File: src/hdl/lsc_defs.svh
`ifndef LSC_DEFS_SVH
`define LSC_DEFS_SVH

`define LSC_ARCH_REV_MISALIGN 3'h2
`define LSC_LEN_WORD          3'h3
`define LSC_LEN_DOUBLE        3'h7
`define LSC_LANE_LAST         4'h7
`define LSC_SEG_UNMAPPED      2'h2
`define LSC_UNIT_SYSCTL       2'h0
`define LSC_EXC_NONE          2'h0
`define LSC_EXC_XLATE         2'h1
`define LSC_EXC_MISALIGN      2'h2
`define LSC_EXC_UNIT          2'h3
`define LSC_ALL_LANES         8'hFF

`endif

File: src/hdl/lsc_pkg.sv
package lsc_pkg;

   typedef logic [24:0] lsc_func_t;

   typedef enum logic [2:0] {
      LSC_OP_LOAD  = 3'h0,
      LSC_OP_STORE = 3'h1,
      LSC_OP_CLW   = 3'h2,
      LSC_OP_CLD   = 3'h3,
      LSC_OP_CSW   = 3'h4,
      LSC_OP_CSD   = 3'h5,
      LSC_OP_FUN   = 3'h6
   } lsc_op_t;

   typedef enum logic [2:0] {
      LSC_ST_IDLE   = 3'h0,
      LSC_ST_COPGET = 3'h1,
      LSC_ST_MEMACC = 3'h3,
      LSC_ST_COPPUT = 3'h2,
      LSC_ST_DONE   = 3'h6
   } lsc_fsm_t;

   typedef struct packed {
      lsc_fsm_t    fsm;
      lsc_op_t     op;
      logic [1:0]  unit;
      logic [4:0]  target;
      logic [2:0]  len;
      logic [2:0]  sh;
      logic [7:0]  lanes;
      logic [31:0] paddr;
      logic        cached;
      logic        fetch;
      logic [63:0] wdata;
      logic        mem_req;
      logic        mem_wr;
      logic        cop_req;
      lsc_op_t     cop_kind;
      logic [63:0] cop_wdata;
      lsc_func_t   func;
      logic        done;
      logic [63:0] rdata;
      logic [7:0]  rmask;
      logic [1:0]  exc;
      logic        mis_ok;
   } lsc_dev_state_t;

   typedef struct packed {
      logic        mem_ack;
      logic [63:0] mem_rdata;
      logic [7:0]  mem_rmask;
      logic        cop_ack;
      logic [63:0] cop_rdata;
      logic        fun_valid;
      logic [1:0]  fun_unit;
      lsc_func_t   fun_code;
      logic [63:0] dbg_data;
   } lsc_far_state_t;

endpackage

File: src/hdl/lsc_link_if.sv
`timescale 1ns/1ps
interface lsc_link_if;
   logic              mem_req;
   logic              mem_wr;
   logic              mem_cached;
   logic              mem_fetch;
   logic [31:0]       mem_addr;
   logic [7:0]        mem_lanes;
   logic [63:0]       mem_wdata;
   logic              mem_ack;
   logic [63:0]       mem_rdata;
   logic [7:0]        mem_rmask;
   logic              cop_req;
   lsc_pkg::lsc_op_t  cop_kind;
   logic [1:0]        cop_unit;
   logic [4:0]        cop_target;
   logic [63:0]       cop_wdata;
   lsc_pkg::lsc_func_t cop_func;
   logic              cop_ack;
   logic [63:0]       cop_rdata;

   modport dev (
      output mem_req, mem_wr, mem_cached, mem_fetch, mem_addr, mem_lanes, mem_wdata,
      output cop_req, cop_kind, cop_unit, cop_target, cop_wdata, cop_func,
      input  mem_ack, mem_rdata, mem_rmask, cop_ack, cop_rdata
   );

   modport far (
      input  mem_req, mem_wr, mem_cached, mem_fetch, mem_addr, mem_lanes, mem_wdata,
      input  cop_req, cop_kind, cop_unit, cop_target, cop_wdata, cop_func,
      output mem_ack, mem_rdata, mem_rmask, cop_ack, cop_rdata
   );
endinterface

File: src/hdl/lsc_dev_end.sv
`timescale 1ns/1ps
`include "lsc_defs.svh"
module lsc_dev_end (
   input  wire logic                CLK_I,
   input  wire logic                RST_N_I,
   input  wire logic                CE_I,
   input  wire logic                CMD_VALID_I,
   output logic                     CMD_READY_O,
   input  wire lsc_pkg::lsc_op_t    CMD_OP_I,
   input  wire logic [31:0]         CMD_VIRT_LOCATION_I,
   input  wire logic [2:0]          CMD_TRANSFER_BYTE_COUNT_CODE_I,
   input  wire logic                CMD_BIG_ENDIAN_I,
   input  wire logic                CMD_FETCH_OR_DATA_SELECT_I,
   input  wire logic [1:0]          CMD_UNIT_I,
   input  wire logic [4:0]          CMD_TARGET_REGISTER_SPECIFIER_I,
   input  wire lsc_pkg::lsc_func_t  CMD_FUNC_I,
   input  wire logic [63:0]         CMD_WDATA_I,
   input  wire logic                MAP_VALID_I,
   input  wire logic                MAP_READ_ONLY_I,
   input  wire logic                MAP_CACHED_I,
   input  wire logic [31:0]         MAP_BASE_I,
   input  wire logic [2:0]          ARCH_REVISION_FIELD_I,
   output logic                     DONE_O,
   output logic [63:0]              RDATA_O,
   output logic [7:0]               RMASK_O,
   output logic [1:0]               EXC_O,
   output logic                     UNALIGNED_CAPABILITY_CHECK_O,
   lsc_link_if.dev                  LINK
);
   lsc_pkg::lsc_dev_state_t q;
   lsc_pkg::lsc_dev_state_t d;
   logic [7:0]  len_mask;
   logic [63:0] len_bits;
   logic [63:0] ext_rdata;

   // Byte count mask for the captured length code.
   assign len_mask  = `LSC_ALL_LANES >> (3'h7 - q.len);
   assign ext_rdata = LINK.mem_rdata >> {q.sh, 3'h0};

   genvar g;
   generate
      for (g = 0; g < 8; g++) begin : g_len
         assign len_bits[8*g +: 8] = {8{len_mask[g]}};
      end
   endgenerate

   always_comb begin
      logic [2:0]  off;
      logic [2:0]  xlen;
      logic [3:0]  span;
      logic        wr;
      logic        unmapped;
      logic        xfault;
      logic        exch;
      logic [2:0]  sh;
      logic [7:0]  lanes;
      off      = CMD_VIRT_LOCATION_I[2:0];
      xlen     = CMD_TRANSFER_BYTE_COUNT_CODE_I;
      span     = 4'h0;
      wr       = 1'b0;
      unmapped = 1'b0;
      xfault   = 1'b0;
      exch     = 1'b0;
      sh       = 3'h0;
      lanes    = 8'h00;
      d        = q;
      d.mem_req = 1'b0;
      d.cop_req = 1'b0;
      d.done    = 1'b0;
      d.mis_ok  = (ARCH_REVISION_FIELD_I >= `LSC_ARCH_REV_MISALIGN);
      case (CMD_OP_I)
         lsc_pkg::LSC_OP_CLW, lsc_pkg::LSC_OP_CSW: begin
            xlen = `LSC_LEN_WORD;
            exch = 1'b1;
         end
         lsc_pkg::LSC_OP_CLD, lsc_pkg::LSC_OP_CSD: begin
            xlen = `LSC_LEN_DOUBLE;
            exch = 1'b1;
         end
         default: begin
            xlen = CMD_TRANSFER_BYTE_COUNT_CODE_I;
         end
      endcase
      wr   = (CMD_OP_I == lsc_pkg::LSC_OP_STORE) || (CMD_OP_I == lsc_pkg::LSC_OP_CSW) ||
             (CMD_OP_I == lsc_pkg::LSC_OP_CSD);
      span = {1'b0, off} + {1'b0, xlen};
      // The lowest byte sits at the least significant lane little-endian,
      // and at the most significant lane big-endian.
      sh    = CMD_BIG_ENDIAN_I ? (3'h7 - off - xlen) : off;
      lanes = (`LSC_ALL_LANES >> (3'h7 - xlen)) << sh;
      unmapped = (CMD_VIRT_LOCATION_I[31:30] == `LSC_SEG_UNMAPPED);
      xfault   = !unmapped && (!MAP_VALID_I || (wr && MAP_READ_ONLY_I));
      case (q.fsm)
         lsc_pkg::LSC_ST_IDLE: begin
            if (CMD_VALID_I) begin
               d.op     = CMD_OP_I;
               d.unit   = CMD_UNIT_I;
               d.target = CMD_TARGET_REGISTER_SPECIFIER_I;
               d.len    = xlen;
               d.sh     = sh;
               d.fetch  = CMD_FETCH_OR_DATA_SELECT_I;
               d.exc    = `LSC_EXC_NONE;
               d.rdata  = 64'h0;
               d.rmask  = 8'h00;
               if (unmapped) begin
                  d.paddr  = {3'h0, CMD_VIRT_LOCATION_I[28:0]};
                  d.cached = !CMD_VIRT_LOCATION_I[29];
               end else begin
                  d.paddr  = MAP_BASE_I + CMD_VIRT_LOCATION_I;
                  d.cached = MAP_CACHED_I;
               end
               // Cached loads fetch the whole element, uncached only the bytes asked for.
               d.lanes = (!wr && d.cached) ? `LSC_ALL_LANES : lanes;
               d.wdata = CMD_WDATA_I << {sh, 3'h0};
               if (CMD_OP_I == lsc_pkg::LSC_OP_FUN) begin
                  d.cop_req  = 1'b1;
                  d.cop_kind = lsc_pkg::LSC_OP_FUN;
                  d.func     = CMD_FUNC_I;
                  d.fsm      = lsc_pkg::LSC_ST_COPPUT;
               end else if (exch && CMD_UNIT_I == `LSC_UNIT_SYSCTL) begin
                  d.exc  = `LSC_EXC_UNIT;
                  d.done = 1'b1;
                  d.fsm  = lsc_pkg::LSC_ST_DONE;
               end else if (xfault) begin
                  d.exc  = `LSC_EXC_XLATE;
                  d.done = 1'b1;
                  d.fsm  = lsc_pkg::LSC_ST_DONE;
               end else if (span > `LSC_LANE_LAST) begin
                  d.exc  = `LSC_EXC_MISALIGN;
                  d.done = 1'b1;
                  d.fsm  = lsc_pkg::LSC_ST_DONE;
               end else if (CMD_OP_I == lsc_pkg::LSC_OP_CSW ||
                            CMD_OP_I == lsc_pkg::LSC_OP_CSD) begin
                  d.cop_req  = 1'b1;
                  d.cop_kind = CMD_OP_I;
                  d.fsm      = lsc_pkg::LSC_ST_COPGET;
               end else begin
                  d.mem_req = 1'b1;
                  d.mem_wr  = wr;
                  d.fsm     = lsc_pkg::LSC_ST_MEMACC;
               end
            end
         end
         lsc_pkg::LSC_ST_COPGET: begin
            if (LINK.cop_ack) begin
               d.wdata   = (LINK.cop_rdata & len_bits) << {q.sh, 3'h0};
               d.mem_req = 1'b1;
               d.mem_wr  = 1'b1;
               d.fsm     = lsc_pkg::LSC_ST_MEMACC;
            end
         end
         lsc_pkg::LSC_ST_MEMACC: begin
            if (LINK.mem_ack) begin
               if (q.mem_wr) begin
                  d.done = 1'b1;
                  d.fsm  = lsc_pkg::LSC_ST_DONE;
               end else begin
                  d.rdata = ext_rdata & len_bits;
                  d.rmask = (LINK.mem_rmask >> q.sh) & len_mask;
                  if (q.op == lsc_pkg::LSC_OP_CLW || q.op == lsc_pkg::LSC_OP_CLD) begin
                     d.cop_wdata = ext_rdata & len_bits;
                     d.cop_kind  = q.op;
                     d.cop_req   = 1'b1;
                     d.fsm       = lsc_pkg::LSC_ST_COPPUT;
                  end else begin
                     d.done = 1'b1;
                     d.fsm  = lsc_pkg::LSC_ST_DONE;
                  end
               end
            end
         end
         lsc_pkg::LSC_ST_COPPUT: begin
            if (LINK.cop_ack) begin
               d.done = 1'b1;
               d.fsm  = lsc_pkg::LSC_ST_DONE;
            end
         end
         lsc_pkg::LSC_ST_DONE: begin
            d.fsm = lsc_pkg::LSC_ST_IDLE;
         end
         default: begin
            d.fsm = lsc_pkg::LSC_ST_IDLE;
         end
      endcase
   end

   always_ff @(posedge CLK_I or negedge RST_N_I) begin
      if (!RST_N_I) begin
         q <= '0;
      end else if (CE_I) begin
         q <= d;
      end
   end

   assign CMD_READY_O = (q.fsm == lsc_pkg::LSC_ST_IDLE);
   assign DONE_O      = q.done;
   assign RDATA_O     = q.rdata;
   assign RMASK_O     = q.rmask;
   assign EXC_O       = q.exc;
   assign UNALIGNED_CAPABILITY_CHECK_O = q.mis_ok;

   // The element address is aligned; lanes pick the bytes inside it.
   assign LINK.mem_req    = q.mem_req;
   assign LINK.mem_wr     = q.mem_wr;
   assign LINK.mem_cached = q.cached;
   assign LINK.mem_fetch  = q.fetch;
   assign LINK.mem_addr   = {q.paddr[31:3], 3'h0};
   assign LINK.mem_lanes  = q.lanes;
   assign LINK.mem_wdata  = q.wdata;
   assign LINK.cop_req    = q.cop_req;
   assign LINK.cop_kind   = q.cop_kind;
   assign LINK.cop_unit   = q.unit;
   assign LINK.cop_target = q.target;
   assign LINK.cop_wdata  = q.cop_wdata;
   assign LINK.cop_func   = q.func;
endmodule

File: src/flat_wrapper.sv
// flat-port wrapper written by rule: the top's interface ports become plain ports
module lsc_dev_end_flat 
  (CLK_I, RST_N_I, CE_I, CMD_VALID_I, CMD_READY_O, CMD_OP_I, CMD_VIRT_LOCATION_I, CMD_TRANSFER_BYTE_COUNT_CODE_I, CMD_BIG_ENDIAN_I, CMD_FETCH_OR_DATA_SELECT_I, CMD_UNIT_I, CMD_TARGET_REGISTER_SPECIFIER_I, CMD_FUNC_I, CMD_WDATA_I, MAP_VALID_I, MAP_READ_ONLY_I, MAP_CACHED_I, MAP_BASE_I, ARCH_REVISION_FIELD_I, DONE_O, RDATA_O, RMASK_O, EXC_O, UNALIGNED_CAPABILITY_CHECK_O, LINK_mem_req, LINK_mem_wr, LINK_mem_cached, LINK_mem_fetch, LINK_mem_addr, LINK_mem_lanes, LINK_mem_wdata, LINK_cop_req, LINK_cop_kind, LINK_cop_unit, LINK_cop_target, LINK_cop_wdata, LINK_cop_func, LINK_mem_ack, LINK_mem_rdata, LINK_mem_rmask, LINK_cop_ack, LINK_cop_rdata);
  lsc_link_if LINK_i ();
  input  wire logic CLK_I;
  input  wire logic RST_N_I;
  input  wire logic CE_I;
  input  wire logic CMD_VALID_I;
  output logic CMD_READY_O;
  input  wire lsc_pkg::lsc_op_t CMD_OP_I;
  input  wire logic [31:0] CMD_VIRT_LOCATION_I;
  input  wire logic [2:0] CMD_TRANSFER_BYTE_COUNT_CODE_I;
  input  wire logic CMD_BIG_ENDIAN_I;
  input  wire logic CMD_FETCH_OR_DATA_SELECT_I;
  input  wire logic [1:0] CMD_UNIT_I;
  input  wire logic [4:0] CMD_TARGET_REGISTER_SPECIFIER_I;
  input  wire lsc_pkg::lsc_func_t CMD_FUNC_I;
  input  wire logic [63:0] CMD_WDATA_I;
  input  wire logic MAP_VALID_I;
  input  wire logic MAP_READ_ONLY_I;
  input  wire logic MAP_CACHED_I;
  input  wire logic [31:0] MAP_BASE_I;
  input  wire logic [2:0] ARCH_REVISION_FIELD_I;
  output logic DONE_O;
  output logic [63:0] RDATA_O;
  output logic [7:0] RMASK_O;
  output logic [1:0] EXC_O;
  output logic UNALIGNED_CAPABILITY_CHECK_O;
  output wire logic [$bits(LINK_i.mem_req)-1:0] LINK_mem_req;
  output wire logic [$bits(LINK_i.mem_wr)-1:0] LINK_mem_wr;
  output wire logic [$bits(LINK_i.mem_cached)-1:0] LINK_mem_cached;
  output wire logic [$bits(LINK_i.mem_fetch)-1:0] LINK_mem_fetch;
  output wire logic [$bits(LINK_i.mem_addr)-1:0] LINK_mem_addr;
  output wire logic [$bits(LINK_i.mem_lanes)-1:0] LINK_mem_lanes;
  output wire logic [$bits(LINK_i.mem_wdata)-1:0] LINK_mem_wdata;
  output wire logic [$bits(LINK_i.cop_req)-1:0] LINK_cop_req;
  output wire logic [$bits(LINK_i.cop_kind)-1:0] LINK_cop_kind;
  output wire logic [$bits(LINK_i.cop_unit)-1:0] LINK_cop_unit;
  output wire logic [$bits(LINK_i.cop_target)-1:0] LINK_cop_target;
  output wire logic [$bits(LINK_i.cop_wdata)-1:0] LINK_cop_wdata;
  output wire logic [$bits(LINK_i.cop_func)-1:0] LINK_cop_func;
  input wire logic [$bits(LINK_i.mem_ack)-1:0] LINK_mem_ack;
  input wire logic [$bits(LINK_i.mem_rdata)-1:0] LINK_mem_rdata;
  input wire logic [$bits(LINK_i.mem_rmask)-1:0] LINK_mem_rmask;
  input wire logic [$bits(LINK_i.cop_ack)-1:0] LINK_cop_ack;
  input wire logic [$bits(LINK_i.cop_rdata)-1:0] LINK_cop_rdata;
  assign LINK_mem_req = LINK_i.mem_req;
  assign LINK_mem_wr = LINK_i.mem_wr;
  assign LINK_mem_cached = LINK_i.mem_cached;
  assign LINK_mem_fetch = LINK_i.mem_fetch;
  assign LINK_mem_addr = LINK_i.mem_addr;
  assign LINK_mem_lanes = LINK_i.mem_lanes;
  assign LINK_mem_wdata = LINK_i.mem_wdata;
  assign LINK_cop_req = LINK_i.cop_req;
  assign LINK_cop_kind = LINK_i.cop_kind;
  assign LINK_cop_unit = LINK_i.cop_unit;
  assign LINK_cop_target = LINK_i.cop_target;
  assign LINK_cop_wdata = LINK_i.cop_wdata;
  assign LINK_cop_func = LINK_i.cop_func;
  assign LINK_i.mem_ack = LINK_mem_ack;
  assign LINK_i.mem_rdata = LINK_mem_rdata;
  assign LINK_i.mem_rmask = LINK_mem_rmask;
  assign LINK_i.cop_ack = LINK_cop_ack;
  assign LINK_i.cop_rdata = LINK_cop_rdata;
  lsc_dev_end u_core (.CLK_I(CLK_I), .RST_N_I(RST_N_I), .CE_I(CE_I), .CMD_VALID_I(CMD_VALID_I), .CMD_READY_O(CMD_READY_O), .CMD_OP_I(CMD_OP_I), .CMD_VIRT_LOCATION_I(CMD_VIRT_LOCATION_I), .CMD_TRANSFER_BYTE_COUNT_CODE_I(CMD_TRANSFER_BYTE_COUNT_CODE_I), .CMD_BIG_ENDIAN_I(CMD_BIG_ENDIAN_I), .CMD_FETCH_OR_DATA_SELECT_I(CMD_FETCH_OR_DATA_SELECT_I), .CMD_UNIT_I(CMD_UNIT_I), .CMD_TARGET_REGISTER_SPECIFIER_I(CMD_TARGET_REGISTER_SPECIFIER_I), .CMD_FUNC_I(CMD_FUNC_I), .CMD_WDATA_I(CMD_WDATA_I), .MAP_VALID_I(MAP_VALID_I), .MAP_READ_ONLY_I(MAP_READ_ONLY_I), .MAP_CACHED_I(MAP_CACHED_I), .MAP_BASE_I(MAP_BASE_I), .ARCH_REVISION_FIELD_I(ARCH_REVISION_FIELD_I), .DONE_O(DONE_O), .RDATA_O(RDATA_O), .RMASK_O(RMASK_O), .EXC_O(EXC_O), .UNALIGNED_CAPABILITY_CHECK_O(UNALIGNED_CAPABILITY_CHECK_O), .LINK(LINK_i));
endmodule
File: config.mk
export PLATFORM = sky130hd
export DESIGN_NAME = lsc_dev_end_flat
export DESIGN_NICKNAME = d
export VERILOG_FILES = /design/src/hdl/lsc_pkg.sv /design/src/hdl/lsc_link_if.sv /design/src/hdl/lsc_dev_end.sv /design/src/flat_wrapper.sv
export VERILOG_INCLUDE_DIRS = /design/src /design/src/hdl
export SDC_FILE = /design/constraint.sdc
export NUM_CORES = 1
export LEC_CHECK = 0
export BUFFER_PORTS_ARGS = -buffer_cell sky130_fd_sc_hd__buf_2
export CORE_AREA = 2 2 316 224
export CTS_BUF_LIST = sky130_fd_sc_hd__clkbuf_4 sky130_fd_sc_hd__clkbuf_8
export DETAILED_ROUTE_END_ITERATION = 7
export DIE_AREA = 0 0 318 226
export GPL_ROUTABILITY_DRIVEN = 0
export PLACE_DENSITY_LB_ADDON = 0.2
export SETUP_SLACK_MARGIN = 0.15
export SYNTH_ARGS = -nofsm -noshare
export SYNTH_HDL_FRONTEND = slang
export SYNTH_SLANG_ARGS = --single-unit
export TNS_END_PERCENT = 20
File: constraint.sdc
create_clock -name CLK_I -period 3.1 [get_ports CLK_I]
set_input_delay 0.31 -clock CLK_I [delete_from_list [all_inputs] [get_ports CLK_I]]
set_output_delay 0.31 -clock CLK_I [all_outputs]
set_load 0.005 [all_outputs]
==> metrics.cfg <==
[timing]
hold_viol = 0
period_share = 0.932
finalSetupTns_ns = 0
setup_viol = 0
fin_skew_ns = 0.0208
worstMarginPinSlew_ns = 0.906
fmax_ghz = 0.346
rsz0062_at_grt = yes
finalCriticalPeriod_ns = 2.89
slew_headroom = 0.390
drv_slew = 0

[drt]
via_per_inst = 5.20
first_pass_iters = 5
drc = 0
drt_wl_total_um = 90700
ant_nets = 0
wl_per_cell_um = 23.0
dr_total_vias = 20500
drt-initial-drc-count = 1764

[grt]
use_met2 = 0.389
grt-ovfl-total = 0
grt_pass1_vias = 19700
grt_max_degree = 103
grt_pass1_wl_um = 132000
track_usage = 0.244
grt_busiest_layer = met2
met3_usage = 0.0682
grtUsageMet1 = 0.320
antenna_found_initial = 31

[setup_path]
crit_chain = buf_2, dlygate4sd3_1, buf_4, xor2_1, nand2_1, o21ai_0, ha_1, xnor2_1, a21o_1, buf_4, nor4_2, buf_4, a211oi_1, a21oi_1
cp-start-kind = input port
worstPathArrival_ns = 3.42
cp_max_fo = 16
crit_type = input port to flop
cp.required_ns = 3.63
crit_top_cell = buf_4
critical_path_buf_inv_count = 5
end_kind = flop
crit_slowest_cell = dlygate4sd3_1
slowest_delay_ns = 0.55
path_delay_family = buffers and inverters

[final_layout]
final_cell_mix = buf_2, nand2_1, dfrtp_1, o21ai_0, a21oi_1
drive_gt1_frac = 0.323
final_cells = 3943
syn2layout_area_growth_pct = 24.3
fillers = 7251
final_common_cell = buf_2
fin_util = 0.369
final_area_sq_mm = 0.0254
nNetsFinal = 3326

[clock_network]
cts_made_buffers = 54
cts_max_level = 2
cts_tree = built
cts_buffer_depth = 3
clk_pin_slew_ns = 0.07
cts-root-buf = clkbuf_8
insertion_delay_ns = 0.67
cts.sinks = 293

[placement]
post-place-cells = 3744
postPlaceCellArea_sq_mm = 0.0233
portBuffers = 596
hpwl_um = 71400

[flow_run]
drv_cap = 0

[floorplan]
initial_core_util = 0.296
rows = 81
fp.coreArea_sq_mm = 0.0690
die_y_um = 226
die_area_sq_mm = 0.0719
boundaryPins = 601
die-width_um = 318

[power_and_ir_drop]
vdd_drop_max_mv = 0.291
power_density_mw_per_mm2 = 796
leakage_uw = 0.0123

[synth]
ys_async_sr_fraction = 1.00
synth.distinct_cells = 69
syn_inst = 2514
ys_ff_latch = 293
seq_area_frac_synth = 0.358
yosysWarningCount = 0
avgSynthCellArea_sq_um = 8.14
synth_area_sq_mm = 0.0205
synth_edf_count = 0
synth_ff_type = dfrtp_1

[worst_hold_path]
hp-class = input port to flop

[status]
status = finished clean

layout make-up:
type / instances / area, sq um / share of cell area
Multi-Input combinational cell: 1748 / 10300 / 0.407
Timing Repair Buffer: 852 / 5280 / 0.208
Antenna cell: 13 / 32.5 / 0.00128
Sequential cell: 293 / 7340 / 0.289
Clock buffer: 82 / 1030 / 0.0407
Clock inverter: 18 / 163 / 0.00640
Tap cell: 913 / 1140 / 0.0449
Inverter: 24 / 90.1 / 0.00354
flip-flops by register name, summed over array words and instances, names as in the netlist, 2 cells and up:
| signal | cells |
|---|---|
| u_core.RMASK_O | 8 |
| u_core.LINK.cop_wdata | 64 |
| u_core.LINK.mem_wdata | 64 |
| u_core.LINK.cop_kind | 3 |
| u_core.LINK.mem_addr | 29 |
| u_core.RDATA_O | 64 |
| u_core.q | 12 |
| u_core.LINK.cop_target | 5 |
| u_core.LINK.cop_unit | 2 |
| u_core.LINK.mem_lanes | 8 |
| u_core.LINK.cop_func | 25 |
| u_core.EXC_O | 2 |
cell usage after synthesis (3+ instances only):
library cell    n  area [sq um]
nand2_1       457          1720
xnor2_1        15           131
nor3_1         25           125
o221ai_1        9          78.8
a311o_1         8          80.1
xor2_1          7          61.3
nand4_1         4          25.0
or2_2           4          25.0
nand3_1        49           245
a22oi_1        39           293
buf_2          31           155
and2_1          5          31.3
nor4_1          3          18.8
o22ai_1        25           156
o21ai_0       213          1070
nand2b_1        5          31.3
nor2_1        199           747
o31ai_1        11          82.6
o21bai_1        6          45.0
o211ai_1        3          22.5
a21o_1         20           150
nor2b_1        26           163
a21boi_0        4          30.0
clkbuf_1      119           447
o21a_1         13          97.6
a21oi_1       213          1070
a22o_1         42           368
a311oi_1       17           149
or3_1           6          37.5
buf_1          22          82.6
a211oi_1       39           293
ha_1           36           450
inv_1          24          90.1
mux2_2         56           631
mux2i_1        68           681
mux4_2         15           338
a31oi_1        25           156
o41ai_1         4          35.0
dfrtp_1       293          7330
a32o_1          9          90.1
buf_4         278          2090
and3_1         29           181
nor3b_1         4          30.0
worst register-to-register path, stage by stage (launching register included):
cell and delay (ns):
dfrtp_4 0.61, buf_12 0.26, nor2b_1 0.38, buf_4 0.21, a22oi_1 0.12, o21ai_0 0.75, a21oi_1 0.17, a21oi_1 0.18
layer usage:
layer,up-vias,part of all wire
met2,954,0.46
met4,20,0.029
met5,-,0.0015
met3,167,0.088
met1,9871,0.43
li1,9476,-
metrics by stage:
step	worst slack [ns]	hold WS, ns	power, uW
final	0.212	0.0730	20200
after floorplan	0.0941	0.0144	12700
after CTS	0.300	0.000916	20400
after global placement	-0.318	0.286	15900
after detailed placement	-0.303	0.295	16000
after global routing	0.0737	0.0460	21600
cells by family (layout without fill, tap and decap cells):
family | count (synthesis) | after routing | share of synthesized area
AO/OA/AOI/OAI | 718 | 718 | 0.217
XOR/XNOR | 22 | 22 | 0.00942
adder cells (fa/ha/maj) | 38 | 38 | 0.0235
buffers and inverters | 475 | 976 | 0.140
flip-flops | 293 | 293 | 0.358
multiplexers | 139 | 139 | 0.0806
other | 1 | 16 | 0.000183
AND/OR/NAND/NOR | 828 | 828 | 0.171
worst paths after layout:
kind                                                     from  slack (ns)                               endpoint  cells after the start
max                                               CMD_OP_I[2]        0.21  u_core.LINK.mem_wdata[33]$_DFFE_PN0P_                     14
min                                         LINK_cop_rdata[0]        0.07   u_core.LINK.mem_wdata[0]$_DFFE_PN0P_                      3
max reg2reg                         u_core.q[278]$_DFFE_PN0P_        0.36  u_core.LINK.mem_wdata[50]$_DFFE_PN0P_                      7
min reg2reg                u_core.LINK.mem_cached$_DFFE_PN0P_        0.47     u_core.LINK.mem_cached$_DFFE_PN0P_                      2
max in group asynchronous                             RST_N_I        1.95    u_core.LINK.cop_func[1]$_DFFE_PN0P_                      3
min in group asynchronous                             RST_N_I        0.16   u_core.LINK.mem_addr[19]$_DFFE_PN0P_                      2
where the power goes:
part           leakage (uW)  switching, uW  internal [uW]  total, uW
Clock              0.000625           1860           2310       4170
Sequential          0.00380            993           5050       6050
Combinational       0.00784           6010           4000      10000
Total                0.0123           8870          11400      20200
what timing repair did:
item / CTS / global route
endpoints found under the hold margin: 167 / 0
setup endpoints to repair: 0 / 12
hold buffers: 86 / 0
gates resized for setup: 0 / 1
setup buffers: 0 / 0
Power figures use the tool's default switching activity.
